[config.mk]
export PLATFORM = sky130hd
export DESIGN_NAME = switch_status_control_regs
export DESIGN_NICKNAME = d
export VERILOG_FILES = /design/src/sscr_pkg.sv /design/src/switch_status_control_regs.sv
export SDC_FILE = /design/constraint.sdc
export NUM_CORES = 1
export LEC_CHECK = 0
export ABC_AREA = 1
export BUFFER_PORTS_ARGS = -buffer_cell sky130_fd_sc_hd__buf_2
export CORE_ASPECT_RATIO = 0.9
export CORE_MARGIN = 2
export CORE_UTILIZATION = 46
export CTS_BUF_LIST = sky130_fd_sc_hd__clkbuf_8 sky130_fd_sc_hd__clkbuf_16
export DETAILED_ROUTE_END_ITERATION = 10
export PLACE_DENSITY = 0.81
export SLEW_MARGIN = 20
export SYNTH_ARGS = -nofsm -noshare
export SYNTH_HDL_FRONTEND = slang
export SYNTH_SLANG_ARGS = --single-unit
[constraint.sdc]
create_clock -name clk -period 1.5 [get_ports clk]
set_clock_uncertainty 0.05 [all_clocks]
set_input_delay 0 -clock clk [delete_from_list [all_inputs] [get_ports clk]]
set_output_delay 0 -clock clk [all_outputs]
set_load 0.02 [all_outputs]
[src/sscr_pkg.sv]
package sscr_pkg;

  localparam logic [11:0] SSCR_STATUS_OFS = 12'h0a0;
  localparam logic [11:0] SSCR_CONTROL_OFS = 12'h0a4;

  localparam int SSCR_ST_LREV_BIT = 9;
  localparam int SSCR_ST_REFCLK_BIT = 10;
  localparam int SSCR_ST_HOLD_BIT = 11;
  localparam int SSCR_ST_MARKER_LSB = 13;
  localparam int SSCR_ST_MARKER_W = 4;
  localparam int SSCR_ST_INT_LSB = 20;
  localparam int SSCR_ST_INT_W = 4;

  localparam int SSCR_CT_RST_BIT = 0;
  localparam int SSCR_CT_HOLD_BIT = 1;
  localparam int SSCR_CT_UNLOCK_BIT = 2;
  localparam int SSCR_CT_STRICT_BIT = 3;

  localparam logic [3:0] SSCR_MARKER_RST = 4'h0;
  localparam logic SSCR_UNLOCK_RST = 1'b0;
  localparam logic SSCR_STRICT_RST = 1'b0;

  localparam int SSCR_CLK_PERIOD_NS = 8;
  localparam int SSCR_RST_OP_NS = 80;
  localparam int SSCR_RST_OP_CYC = (SSCR_RST_OP_NS + SSCR_CLK_PERIOD_NS - 1) / SSCR_CLK_PERIOD_NS;
  localparam logic [3:0] SSCR_RST_OP_LAST = 4'(SSCR_RST_OP_CYC - 1);

  typedef enum logic [1:0] {
    SSCR_IN_RESET,
    SSCR_IN_HOLD,
    SSCR_RUNNING
  } sscr_phase_t;

  // Strap order: [0] lane reverse, [1] refclk mode, [2] reset hold
  typedef struct packed {
    logic wr;
    logic rd;
    logic [11:0] addr;
    logic [31:0] wdata;
  } sscr_req_t;

  typedef struct packed {
    logic [2:0] strapS1;
    logic [2:0] strapS2;
    logic [2:0] strapS3;
    logic [2:0] strapLatched;
    logic [3:0] marker;
    logic holdBit;
    logic unlock;
    logic strictOrd;
    logic fundOp;
    sscr_phase_t phase;
    logic [3:0] cnt;
    logic coreHold;
    logic rdValid;
    logic [31:0] rdData;
  } sscr_state_t;

endpackage : sscr_pkg

[src/switch_status_control_regs.sv]
`timescale 1ns/1ns
module switch_status_control_regs import sscr_pkg::*; (
  input wire logic clk,
  input wire logic rst_n,
  input wire sscr_req_t regReq,
  input wire logic hotResetReq,
  input wire logic eepromHoldLoad,
  input wire logic [2:0] strapPins,
  input wire logic [3:0] intState,
  output logic [31:0] regRdData,
  output logic regRdValid,
  output logic coreResetHold,
  output logic lockableWriteEnable,
  output logic strictOrderingForce
);

  sscr_state_t s_q;
  sscr_state_t s_d;

  logic strapStable;
  logic ctlWrite;
  logic staWrite;

  always_comb begin
    strapStable = (s_q.strapS2 == s_q.strapS3);
    ctlWrite = regReq.wr && (regReq.addr == SSCR_CONTROL_OFS);
    staWrite = regReq.wr && (regReq.addr == SSCR_STATUS_OFS);
    s_d = s_q;
    s_d.strapS1 = strapPins;
    s_d.strapS2 = s_q.strapS1;
    s_d.strapS3 = s_q.strapS2;
    s_d.rdValid = regReq.rd;
    s_d.rdData = 32'h0;
    if (staWrite) begin
      s_d.marker = regReq.wdata[SSCR_ST_MARKER_LSB +: SSCR_ST_MARKER_W];
    end
    if (ctlWrite) begin
      s_d.unlock = regReq.wdata[SSCR_CT_UNLOCK_BIT];
      s_d.strictOrd = regReq.wdata[SSCR_CT_STRICT_BIT];
      if (s_q.phase != SSCR_RUNNING) begin
        s_d.holdBit = regReq.wdata[SSCR_CT_HOLD_BIT];
      end
    end
    // Load during reset or hold wins over a clearing write, and is seen by the phase decision below
    if (eepromHoldLoad && s_q.phase != SSCR_RUNNING) begin
      s_d.holdBit = 1'b1;
    end
    case (s_q.phase)
      SSCR_IN_RESET: begin
        s_d.unlock = 1'b1;
        s_d.cnt = s_q.cnt + 4'h1;
        if (strapStable && s_q.fundOp) begin
          s_d.strapLatched = s_q.strapS3;
        end
        if (strapStable && s_q.strapS3[2]) begin
          s_d.holdBit = 1'b1;
        end
        if (s_q.cnt == SSCR_RST_OP_LAST) begin
          s_d.cnt = 4'h0;
          s_d.phase = s_d.holdBit ? SSCR_IN_HOLD : SSCR_RUNNING;
        end
      end
      SSCR_IN_HOLD: begin
        if (!s_d.holdBit) begin
          s_d.phase = SSCR_RUNNING;
        end
      end
      SSCR_RUNNING: begin
        s_d.cnt = 4'h0;
      end
      default: begin
        s_d.phase = SSCR_IN_RESET;
      end
    endcase
    if (ctlWrite && regReq.wdata[SSCR_CT_RST_BIT]) begin
      s_d.phase = SSCR_IN_RESET;
      s_d.fundOp = 1'b1;
      s_d.cnt = 4'h0;
      s_d.holdBit = 1'b0;
      s_d.marker = SSCR_MARKER_RST;
      s_d.strictOrd = SSCR_STRICT_RST;
    end else if (hotResetReq) begin
      // Marker survives a hot reset
      s_d.phase = SSCR_IN_RESET;
      s_d.fundOp = 1'b0;
      s_d.cnt = 4'h0;
      s_d.holdBit = 1'b0;
      s_d.strictOrd = SSCR_STRICT_RST;
    end
    s_d.coreHold = (s_d.phase != SSCR_RUNNING);
    if (regReq.rd) begin
      if (regReq.addr == SSCR_STATUS_OFS) begin
        s_d.rdData[SSCR_ST_LREV_BIT] = s_q.strapLatched[0];
        s_d.rdData[SSCR_ST_REFCLK_BIT] = s_q.strapLatched[1];
        s_d.rdData[SSCR_ST_HOLD_BIT] = s_q.strapLatched[2];
        s_d.rdData[SSCR_ST_MARKER_LSB +: SSCR_ST_MARKER_W] = s_q.marker;
        s_d.rdData[SSCR_ST_INT_LSB +: SSCR_ST_INT_W] = intState;
      end else if (regReq.addr == SSCR_CONTROL_OFS) begin
        s_d.rdData[SSCR_CT_HOLD_BIT] = s_q.holdBit;
        s_d.rdData[SSCR_CT_UNLOCK_BIT] = s_q.unlock;
        s_d.rdData[SSCR_CT_STRICT_BIT] = s_q.strictOrd;
      end
    end
  end

  always_ff @(posedge clk or negedge rst_n) begin
    if (!rst_n) begin
      s_q <= '{strapS1: 3'h0, strapS2: 3'h0, strapS3: 3'h0, strapLatched: 3'h0,
               marker: SSCR_MARKER_RST, holdBit: 1'b0, unlock: SSCR_UNLOCK_RST,
               strictOrd: SSCR_STRICT_RST, fundOp: 1'b1, phase: SSCR_IN_RESET,
               cnt: 4'h0, coreHold: 1'b1, rdValid: 1'b0, rdData: 32'h0};
    end else begin
      s_q <= s_d;
    end
  end

  assign regRdData = s_q.rdData;
  assign regRdValid = s_q.rdValid;
  assign coreResetHold = s_q.coreHold;
  assign lockableWriteEnable = s_q.unlock;
  assign strictOrderingForce = s_q.strictOrd;

  a_rst_bit_zero: assert property (@(posedge clk) disable iff (!rst_n)
    $past(regReq.rd) |-> regRdData[SSCR_CT_RST_BIT] == 1'b0)
    else $error("control reset bit read back as one");

  a_reset_starts: assert property (@(posedge clk) disable iff (!rst_n)
    ctlWrite && regReq.wdata[SSCR_CT_RST_BIT] |=> s_q.phase == SSCR_IN_RESET && coreResetHold)
    else $error("written reset bit did not start a reset");

  a_hold_keeps_core: assert property (@(posedge clk) disable iff (!rst_n)
    s_q.phase == SSCR_IN_HOLD && s_q.holdBit && !ctlWrite |=> coreResetHold)
    else $error("core released while hold bit set");

  a_hold_locked_run: assert property (@(posedge clk) disable iff (!rst_n)
    s_q.phase == SSCR_RUNNING && !hotResetReq && !(ctlWrite && regReq.wdata[SSCR_CT_RST_BIT])
    |=> s_q.holdBit == $past(s_q.holdBit))
    else $error("hold bit changed while running");

  a_strap_sets_hold: assert property (@(posedge clk) disable iff (!rst_n)
    s_q.phase == SSCR_IN_RESET && strapStable && s_q.strapS3[2] && !ctlWrite && !hotResetReq
    |=> s_q.holdBit)
    else $error("hold strap did not set hold bit");

  a_unlock_in_reset: assert property (@(posedge clk) disable iff (!rst_n)
    s_q.phase == SSCR_IN_RESET ##1 s_q.phase == SSCR_IN_RESET |-> lockableWriteEnable)
    else $error("unlock not set during reset operation");

  a_strict_follows: assert property (@(posedge clk) disable iff (!rst_n)
    ctlWrite && !regReq.wdata[SSCR_CT_RST_BIT] && !hotResetReq
    |=> strictOrderingForce == $past(regReq.wdata[SSCR_CT_STRICT_BIT]))
    else $error("strict ordering bit not written");

  a_marker_hot_keep: assert property (@(posedge clk) disable iff (!rst_n)
    hotResetReq && !regReq.wr |=> s_q.marker == $past(s_q.marker))
    else $error("hot reset changed marker");

  a_int_mirror: assert property (@(posedge clk) disable iff (!rst_n)
    regReq.rd && regReq.addr == SSCR_STATUS_OFS
    |=> regRdData[SSCR_ST_INT_LSB +: SSCR_ST_INT_W] == $past(intState))
    else $error("interrupt state not reported");

  a_reserved_zero: assert property (@(posedge clk) disable iff (!rst_n)
    $past(regReq.rd) |-> regRdData[31:24] == 8'h0 && regRdData[19:17] == 3'h0 && !regRdData[12])
    else $error("reserved status bits not zero");

  a_lrev_readout: assert property (@(posedge clk) disable iff (!rst_n)
    regReq.rd && regReq.addr == SSCR_STATUS_OFS
    |=> regRdData[SSCR_ST_LREV_BIT] == $past(s_q.strapLatched[0]))
    else $error("lane reverse strap not reported");

  a_refclk_readout: assert property (@(posedge clk) disable iff (!rst_n)
    regReq.rd && regReq.addr == SSCR_STATUS_OFS
    |=> regRdData[SSCR_ST_REFCLK_BIT] == $past(s_q.strapLatched[1]))
    else $error("refclk mode strap not reported");

  a_hold_strap_read: assert property (@(posedge clk) disable iff (!rst_n)
    regReq.rd && regReq.addr == SSCR_STATUS_OFS
    |=> regRdData[SSCR_ST_HOLD_BIT] == $past(s_q.strapLatched[2]))
    else $error("reset hold strap not reported");

  a_marker_readout: assert property (@(posedge clk) disable iff (!rst_n)
    regReq.rd && regReq.addr == SSCR_STATUS_OFS
    |=> regRdData[SSCR_ST_MARKER_LSB +: SSCR_ST_MARKER_W] == $past(s_q.marker))
    else $error("marker not reported");

  a_marker_write: assert property (@(posedge clk) disable iff (!rst_n)
    staWrite
    |=> s_q.marker == $past(regReq.wdata[SSCR_ST_MARKER_LSB +: SSCR_ST_MARKER_W]))
    else $error("marker write not taken");

  a_hot_no_relatch: assert property (@(posedge clk) disable iff (!rst_n)
    s_q.phase == SSCR_IN_RESET && !s_q.fundOp
    |=> s_q.strapLatched == $past(s_q.strapLatched))
    else $error("straps relatched in hot reset");

  a_latch_outside: assert property (@(posedge clk) disable iff (!rst_n)
    s_q.phase != SSCR_IN_RESET
    |=> s_q.strapLatched == $past(s_q.strapLatched))
    else $error("straps changed outside reset");

  a_rst_no_effect: assert property (@(posedge clk) disable iff (!rst_n)
    s_q.phase == SSCR_RUNNING && ctlWrite && !regReq.wdata[SSCR_CT_RST_BIT] && !hotResetReq
    |=> s_q.phase == SSCR_RUNNING)
    else $error("written zero reset bit had an effect");

  a_fund_clears_marker: assert property (@(posedge clk) disable iff (!rst_n)
    ctlWrite && regReq.wdata[SSCR_CT_RST_BIT]
    |=> s_q.marker == SSCR_MARKER_RST && s_q.fundOp)
    else $error("fundamental reset kept marker");

  a_reset_length: assert property (@(posedge clk) disable iff (!rst_n)
    s_q.phase == SSCR_IN_RESET && s_q.cnt != SSCR_RST_OP_LAST
    |=> s_q.phase == SSCR_IN_RESET && coreResetHold)
    else $error("reset operation ended early");

  a_reset_ends: assert property (@(posedge clk) disable iff (!rst_n)
    s_q.phase == SSCR_IN_RESET && s_q.cnt == SSCR_RST_OP_LAST && !s_q.holdBit && !ctlWrite
    && !hotResetReq && !eepromHoldLoad && !(strapStable && s_q.strapS3[2])
    |=> s_q.phase == SSCR_RUNNING && !coreResetHold)
    else $error("switch logic not released after reset");

  a_hold_enters: assert property (@(posedge clk) disable iff (!rst_n)
    s_q.phase == SSCR_IN_RESET && s_q.cnt == SSCR_RST_OP_LAST && s_q.holdBit
    && !ctlWrite && !hotResetReq
    |=> s_q.phase == SSCR_IN_HOLD)
    else $error("hold phase not entered");

  a_hold_release: assert property (@(posedge clk) disable iff (!rst_n)
    s_q.phase == SSCR_IN_HOLD && ctlWrite && !regReq.wdata[SSCR_CT_HOLD_BIT]
    && !regReq.wdata[SSCR_CT_RST_BIT] && !eepromHoldLoad && !hotResetReq
    |=> s_q.phase == SSCR_RUNNING && !coreResetHold)
    else $error("clearing hold bit did not resume");

  a_hold_phase_bit: assert property (@(posedge clk) disable iff (!rst_n)
    s_q.phase == SSCR_IN_HOLD
    |-> s_q.holdBit && coreResetHold)
    else $error("hold phase without hold bit");

  a_eeprom_ignored: assert property (@(posedge clk) disable iff (!rst_n)
    s_q.phase == SSCR_RUNNING && eepromHoldLoad
    |=> s_q.holdBit == $past(s_q.holdBit))
    else $error("hold bit loaded while running");

  a_eeprom_sets_hold: assert property (@(posedge clk) disable iff (!rst_n)
    eepromHoldLoad && s_q.phase != SSCR_RUNNING && !hotResetReq
    && !(ctlWrite && regReq.wdata[SSCR_CT_RST_BIT])
    |=> s_q.holdBit)
    else $error("eeprom load did not set hold bit");

  a_unlock_write: assert property (@(posedge clk) disable iff (!rst_n)
    ctlWrite && s_q.phase != SSCR_IN_RESET && !regReq.wdata[SSCR_CT_RST_BIT]
    && !hotResetReq
    |=> lockableWriteEnable == $past(regReq.wdata[SSCR_CT_UNLOCK_BIT]))
    else $error("unlock bit not written");

  a_unlock_steady: assert property (@(posedge clk) disable iff (!rst_n)
    !ctlWrite && s_q.phase != SSCR_IN_RESET
    |=> lockableWriteEnable == $past(lockableWriteEnable))
    else $error("unlock bit changed without write");

  a_strict_steady: assert property (@(posedge clk) disable iff (!rst_n)
    !ctlWrite && !hotResetReq
    |=> strictOrderingForce == $past(strictOrderingForce))
    else $error("strict ordering changed without write");

  a_reset_clears_strict: assert property (@(posedge clk) disable iff (!rst_n)
    hotResetReq || (ctlWrite && regReq.wdata[SSCR_CT_RST_BIT])
    |=> !strictOrderingForce && !s_q.holdBit && s_q.cnt == 4'h0)
    else $error("reset entry did not clear controls");

  a_idle_data_zero: assert property (@(posedge clk) disable iff (!rst_n)
    !regReq.rd
    |=> regRdData == 32'h0 && !regRdValid)
    else $error("read data not zero when idle");

  a_unmapped_zero: assert property (@(posedge clk) disable iff (!rst_n)
    regReq.rd && regReq.addr != SSCR_STATUS_OFS && regReq.addr != SSCR_CONTROL_OFS
    |=> regRdData == 32'h0)
    else $error("unmapped read not zero");

  a_ctl_readout: assert property (@(posedge clk) disable iff (!rst_n)
    regReq.rd && regReq.addr == SSCR_CONTROL_OFS
    |=> regRdData[SSCR_CT_UNLOCK_BIT] == $past(lockableWriteEnable) && regRdData[SSCR_CT_STRICT_BIT] == $past(strictOrderingForce))
    else $error("control bits not reported");

  a_rd_valid_pulse: assert property (@(posedge clk) disable iff (!rst_n)
    regReq.rd
    |=> regRdValid)
    else $error("read not answered");

  a_hold_bit_read: assert property (@(posedge clk) disable iff (!rst_n)
    regReq.rd && regReq.addr == SSCR_CONTROL_OFS
    |=> regRdData[SSCR_CT_HOLD_BIT] == $past(s_q.holdBit))
    else $error("hold bit not reported");

endmodule : switch_status_control_regs

==> summary.txt <==
Status
  • Outcome: completed

Floorplan
  • Die Area: 0.00488 mm^2
  • Die width: around 73 um
  • Initial Util: 0.483
  • # rows: 22
  • Die Height: 66.4 um
  • Core ar.: 0.00413 mm^2
  • Ports: 93

Timing
  • Endpoints failing setup: 0
  • Final Slew Violations: 0
  • Worst setup margin: between 70 and 80 ps
  • Sum Neg Setup Slack: 0 ps
  • RSZ-0062 raised after global routing: yes
  • Fin. Hold Viols: 0
  • Final min period: between 1000 and 1500 ps
  • Final period util: 0.953
  • Fmax: around 0.70 GHz
  • Slew @ Worst Pin: approximately 520 ps
  • Rel. slew slack: 0.654
  • Min Hold Slack: between 10 and 15 ps

Logic synthesis
  • Syn avg cell area: slightly above 9 um^2
  • Yosys warning total: 0
  • Seq/Total Area, Yosys: 0.529
  • Synth cell types: 32
  • Post-Syn Area: approximately 0.0020 mm^2
  • #FFs+latches synth: 42
  • Cells after Synth: between 200 and 250

Worst setup path
  • Source of the critical timing path: s_q[35]$_DFFE_PN0P_
  • CP Depth: 10
  • Crit-path cells: inv_2, ha_1, nand2_2, nor2_4, inv_2, nor2_2, inv_1, nor2_2, nor2_1, nor2_1
  • Setup slack, reg-to-reg: 70 ps
  • Crit Path Max Fanout: 3
  • Critical path required time: approximately 1700 ps
  • CP Capture Type: flop
  • CP delay by family, top: simple AND/OR/NAND/NOR gates
  • CP Class: flop to flop
  • R2r endpoint: s_q[39]$_DFF_PN0_
  • WP buf/inv: 3
  • CP Data Arrival Time: approximately 1600 ps
  • CP max stage cell: dfrtp_1
  • Reg2Reg Depth: 10
  • Startpoint Class: flop
  • Slowest Stage Delay on Critical Path: a little over 400 ps
  • Worst r2r src: s_q[35]$_DFFE_PN0P_

CTS
  • CTS tree: built
  • CTS root buf: clkbuf_8
  • Clk pin slew, worst setup/hold paths: 80 ps
  • Cts bufs inserted: 5
  • Clock latency at the later pin of the worst-skew pair: around 290 ps
  • CTS HTree Levels: 2
  • Clk sinks: 42
  • Setup Buffers After CTS: 0
  • Max clock buf depth: 2

Worst hold path
  • Hold Crit Depth: 4
  • Worst Min Path Start: regReq[0]
  • Hold crit path type: input port to flop
  • Hold EP: s_q[47]$_DFFE_PN0P_

Power and ir drop
  • Switching share of power: 0.246
  • Internal: about 1.6 mW
  • PwrDens: between 800 and 900 mW/mm^2
  • Clock share of power: 0.346
  • Power Total: 2.16 mW
  • Leakage: 1.31 nW
  • Net Sw Power: 0.531 mW
  • Sequential group share of total power: 0.547
  • Worst ir drop on vdd: roughly 550 uV
  • Comb pwr share: 0.107

Finish
  • Layout area overhead: 22.2%
  • N_diodes: 0
  • Final net count: ~340
  • Fillers: between 300 and 400
  • Fraction of layout cells with a size suffix above 1: 0.303
  • Register area: between 0.001 and 0.0015 mm^2
  • Footprint of the multi-input gates: about 660 um^2

Placement
  • IO Port Bufs: 50
  • Place WS: -21.3 ps
  • Routability congestion estimate: around 0.86
  • Final HPWL DP: around 2600 um

Drt
  • Initial DRC Count: 87
  • Post-route ant nets: 0
  • DRC errors left: 0
  • Vias post-DR: roughly 1500
  • DR WL/cell: ~11 um
  • Routed vias/inst: about 4.6
  • Detailed Routing Iterations Pass 1: 4
  • Post-Route WL: between 3000 and 4000 um

GRT
  • Total grt overflow: 0
  • Largest net degree at the start of global routing: 43
  • First-pass GRT wire length: about 6000 um
  • Vias in the first global route: 1465
  • All-Layer GR Usage: 0.162
  • Initial antenna violation count: 0

Run
  • Max Cap Viol: 0
-- per-stage QoR --
step | std cells | area [um^2] | utilization
4_1_cts | 325 | 2410 | 0.585
5_1_grt | 325 | 2430 | 0.590
3_3_place_gp | 300 | 2150 | 0.520
6_report | 325 | 2430 | 0.590
2_1_floorplan | 232 | 2060 | -
3_5_place_dp | 300 | 2150 | 0.520
-- kinds of logic after synthesis --
kind of cell	Yosys count	synth area share
AOI/OAI and AO/OA	24	0.0741
xor gates and xnor gates	2	0.00879
adders and majority gates	2	0.0126
buffers and inverters	65	0.183
DFF	42	0.529
other	1	0.00188
and+or+nand+nor	79	0.191
-- registers in the layout, summed over array words and instances, names as in the netlist --
register,cells
strictOrderingForce,1
lockableWriteEnable,1
s_d,6
coreResetHold,1
s_q,18
regRdValid,1
regRdData,14
-- final cells by class --
class	count	area share
clock inverter	2	0.00514
inverter	32	0.0498
clock buffer	6	0.0339
multi-input combinational	125	0.272
timing repair buffer	70	0.182
tap	48	0.0247
sequential	42	0.433
-- layer usage --
| layer | up-vias | track usage | routed length, um |
|---|---|---|---|
| met3 | 4 | 0.0503 | 233 |
| met4 | 0 | 0.0591 | 23 |
| met5 | - | 0 | 0 |
| li1 | 751 | - | - |
| met1 | 689 | 0.184 | 1630 |
| met2 | 49 | 0.286 | 1790 |
-- layout by cell type, fill, tap and decap left out, types with 3 or more instances in the layout --
cell type and n:
dfrtp_1 40, nand3_1 6, a21oi_1 8, nand2_1 23, buf_2 50, o21ai_0 6
clkbuf_8 6, nor2_1 23, nand4_1 7, dlygate4sd3_1 17, nor2_2 6, inv_1 28
nand2_2 4, buf_4 3, inv_2 4, conb_1 18
-- power by group through the flow --
stage	clock network [mW]	registers, mW	logic, mW
6_report	0.747	1.18	0.230
3_3_place_gp	0	1.20	0.191
4_1_cts	0.772	1.18	0.228
3_5_place_dp	0	1.20	0.195
5_1_grt	0.824	1.18	0.259
2_1_floorplan	0	1.20	0.144
-- Yosys cell counts, drive strengths merged --
cell type	n	area, um^2
o21bai	1	7.51
clkbuf	1	3.75
a31oi	1	6.26
nor3	2	10.0
xor2	2	17.5
dfrtp	40	1000
conb	1	3.75
nand2	29	129
o2111ai	1	8.76
nor3b	2	15.0
nand4	7	43.8
inv	31	116
a21oi	8	40.0
o22ai	1	6.26
dfstp	2	52.6
nor4b	1	8.76
clkinv	1	5.00
nor2	31	134
nand3	7	40.0
o21ai	9	56.3
ha	2	25.0
buf	32	240
o211ai	1	7.51
o31ai	2	15.0
-- worst max-delay path by stage --
stage,endpoint
detailed placement,s_q[39]$_DFF_PN0_
floorplan,s_q[39]$_DFF_PN0_
finish,s_q[39]$_DFF_PN0_
CTS,s_q[39]$_DFF_PN0_
global route,s_q[39]$_DFF_PN0_
global placement,s_q[39]$_DFF_PN0_
-- worst register-to-register path: cells and delay by family, from the launching register on --
kind                     cells  cell delay [ps]
AND/OR/NAND/NOR              6              550
flip-flops                   1              410
buffers and inverters        3              200
adder cells (fa/ha/maj)      1              150
-- what timing repair did --
action	CTS	global route
pin swaps	0	2
hold buffers	17	0
gates cloned	0	0
gates resized for setup	1	8
hold endpoints to repair	58	0
setup endpoints to repair	1	8
No activity file was read; power rests on OpenSTA's default activity.
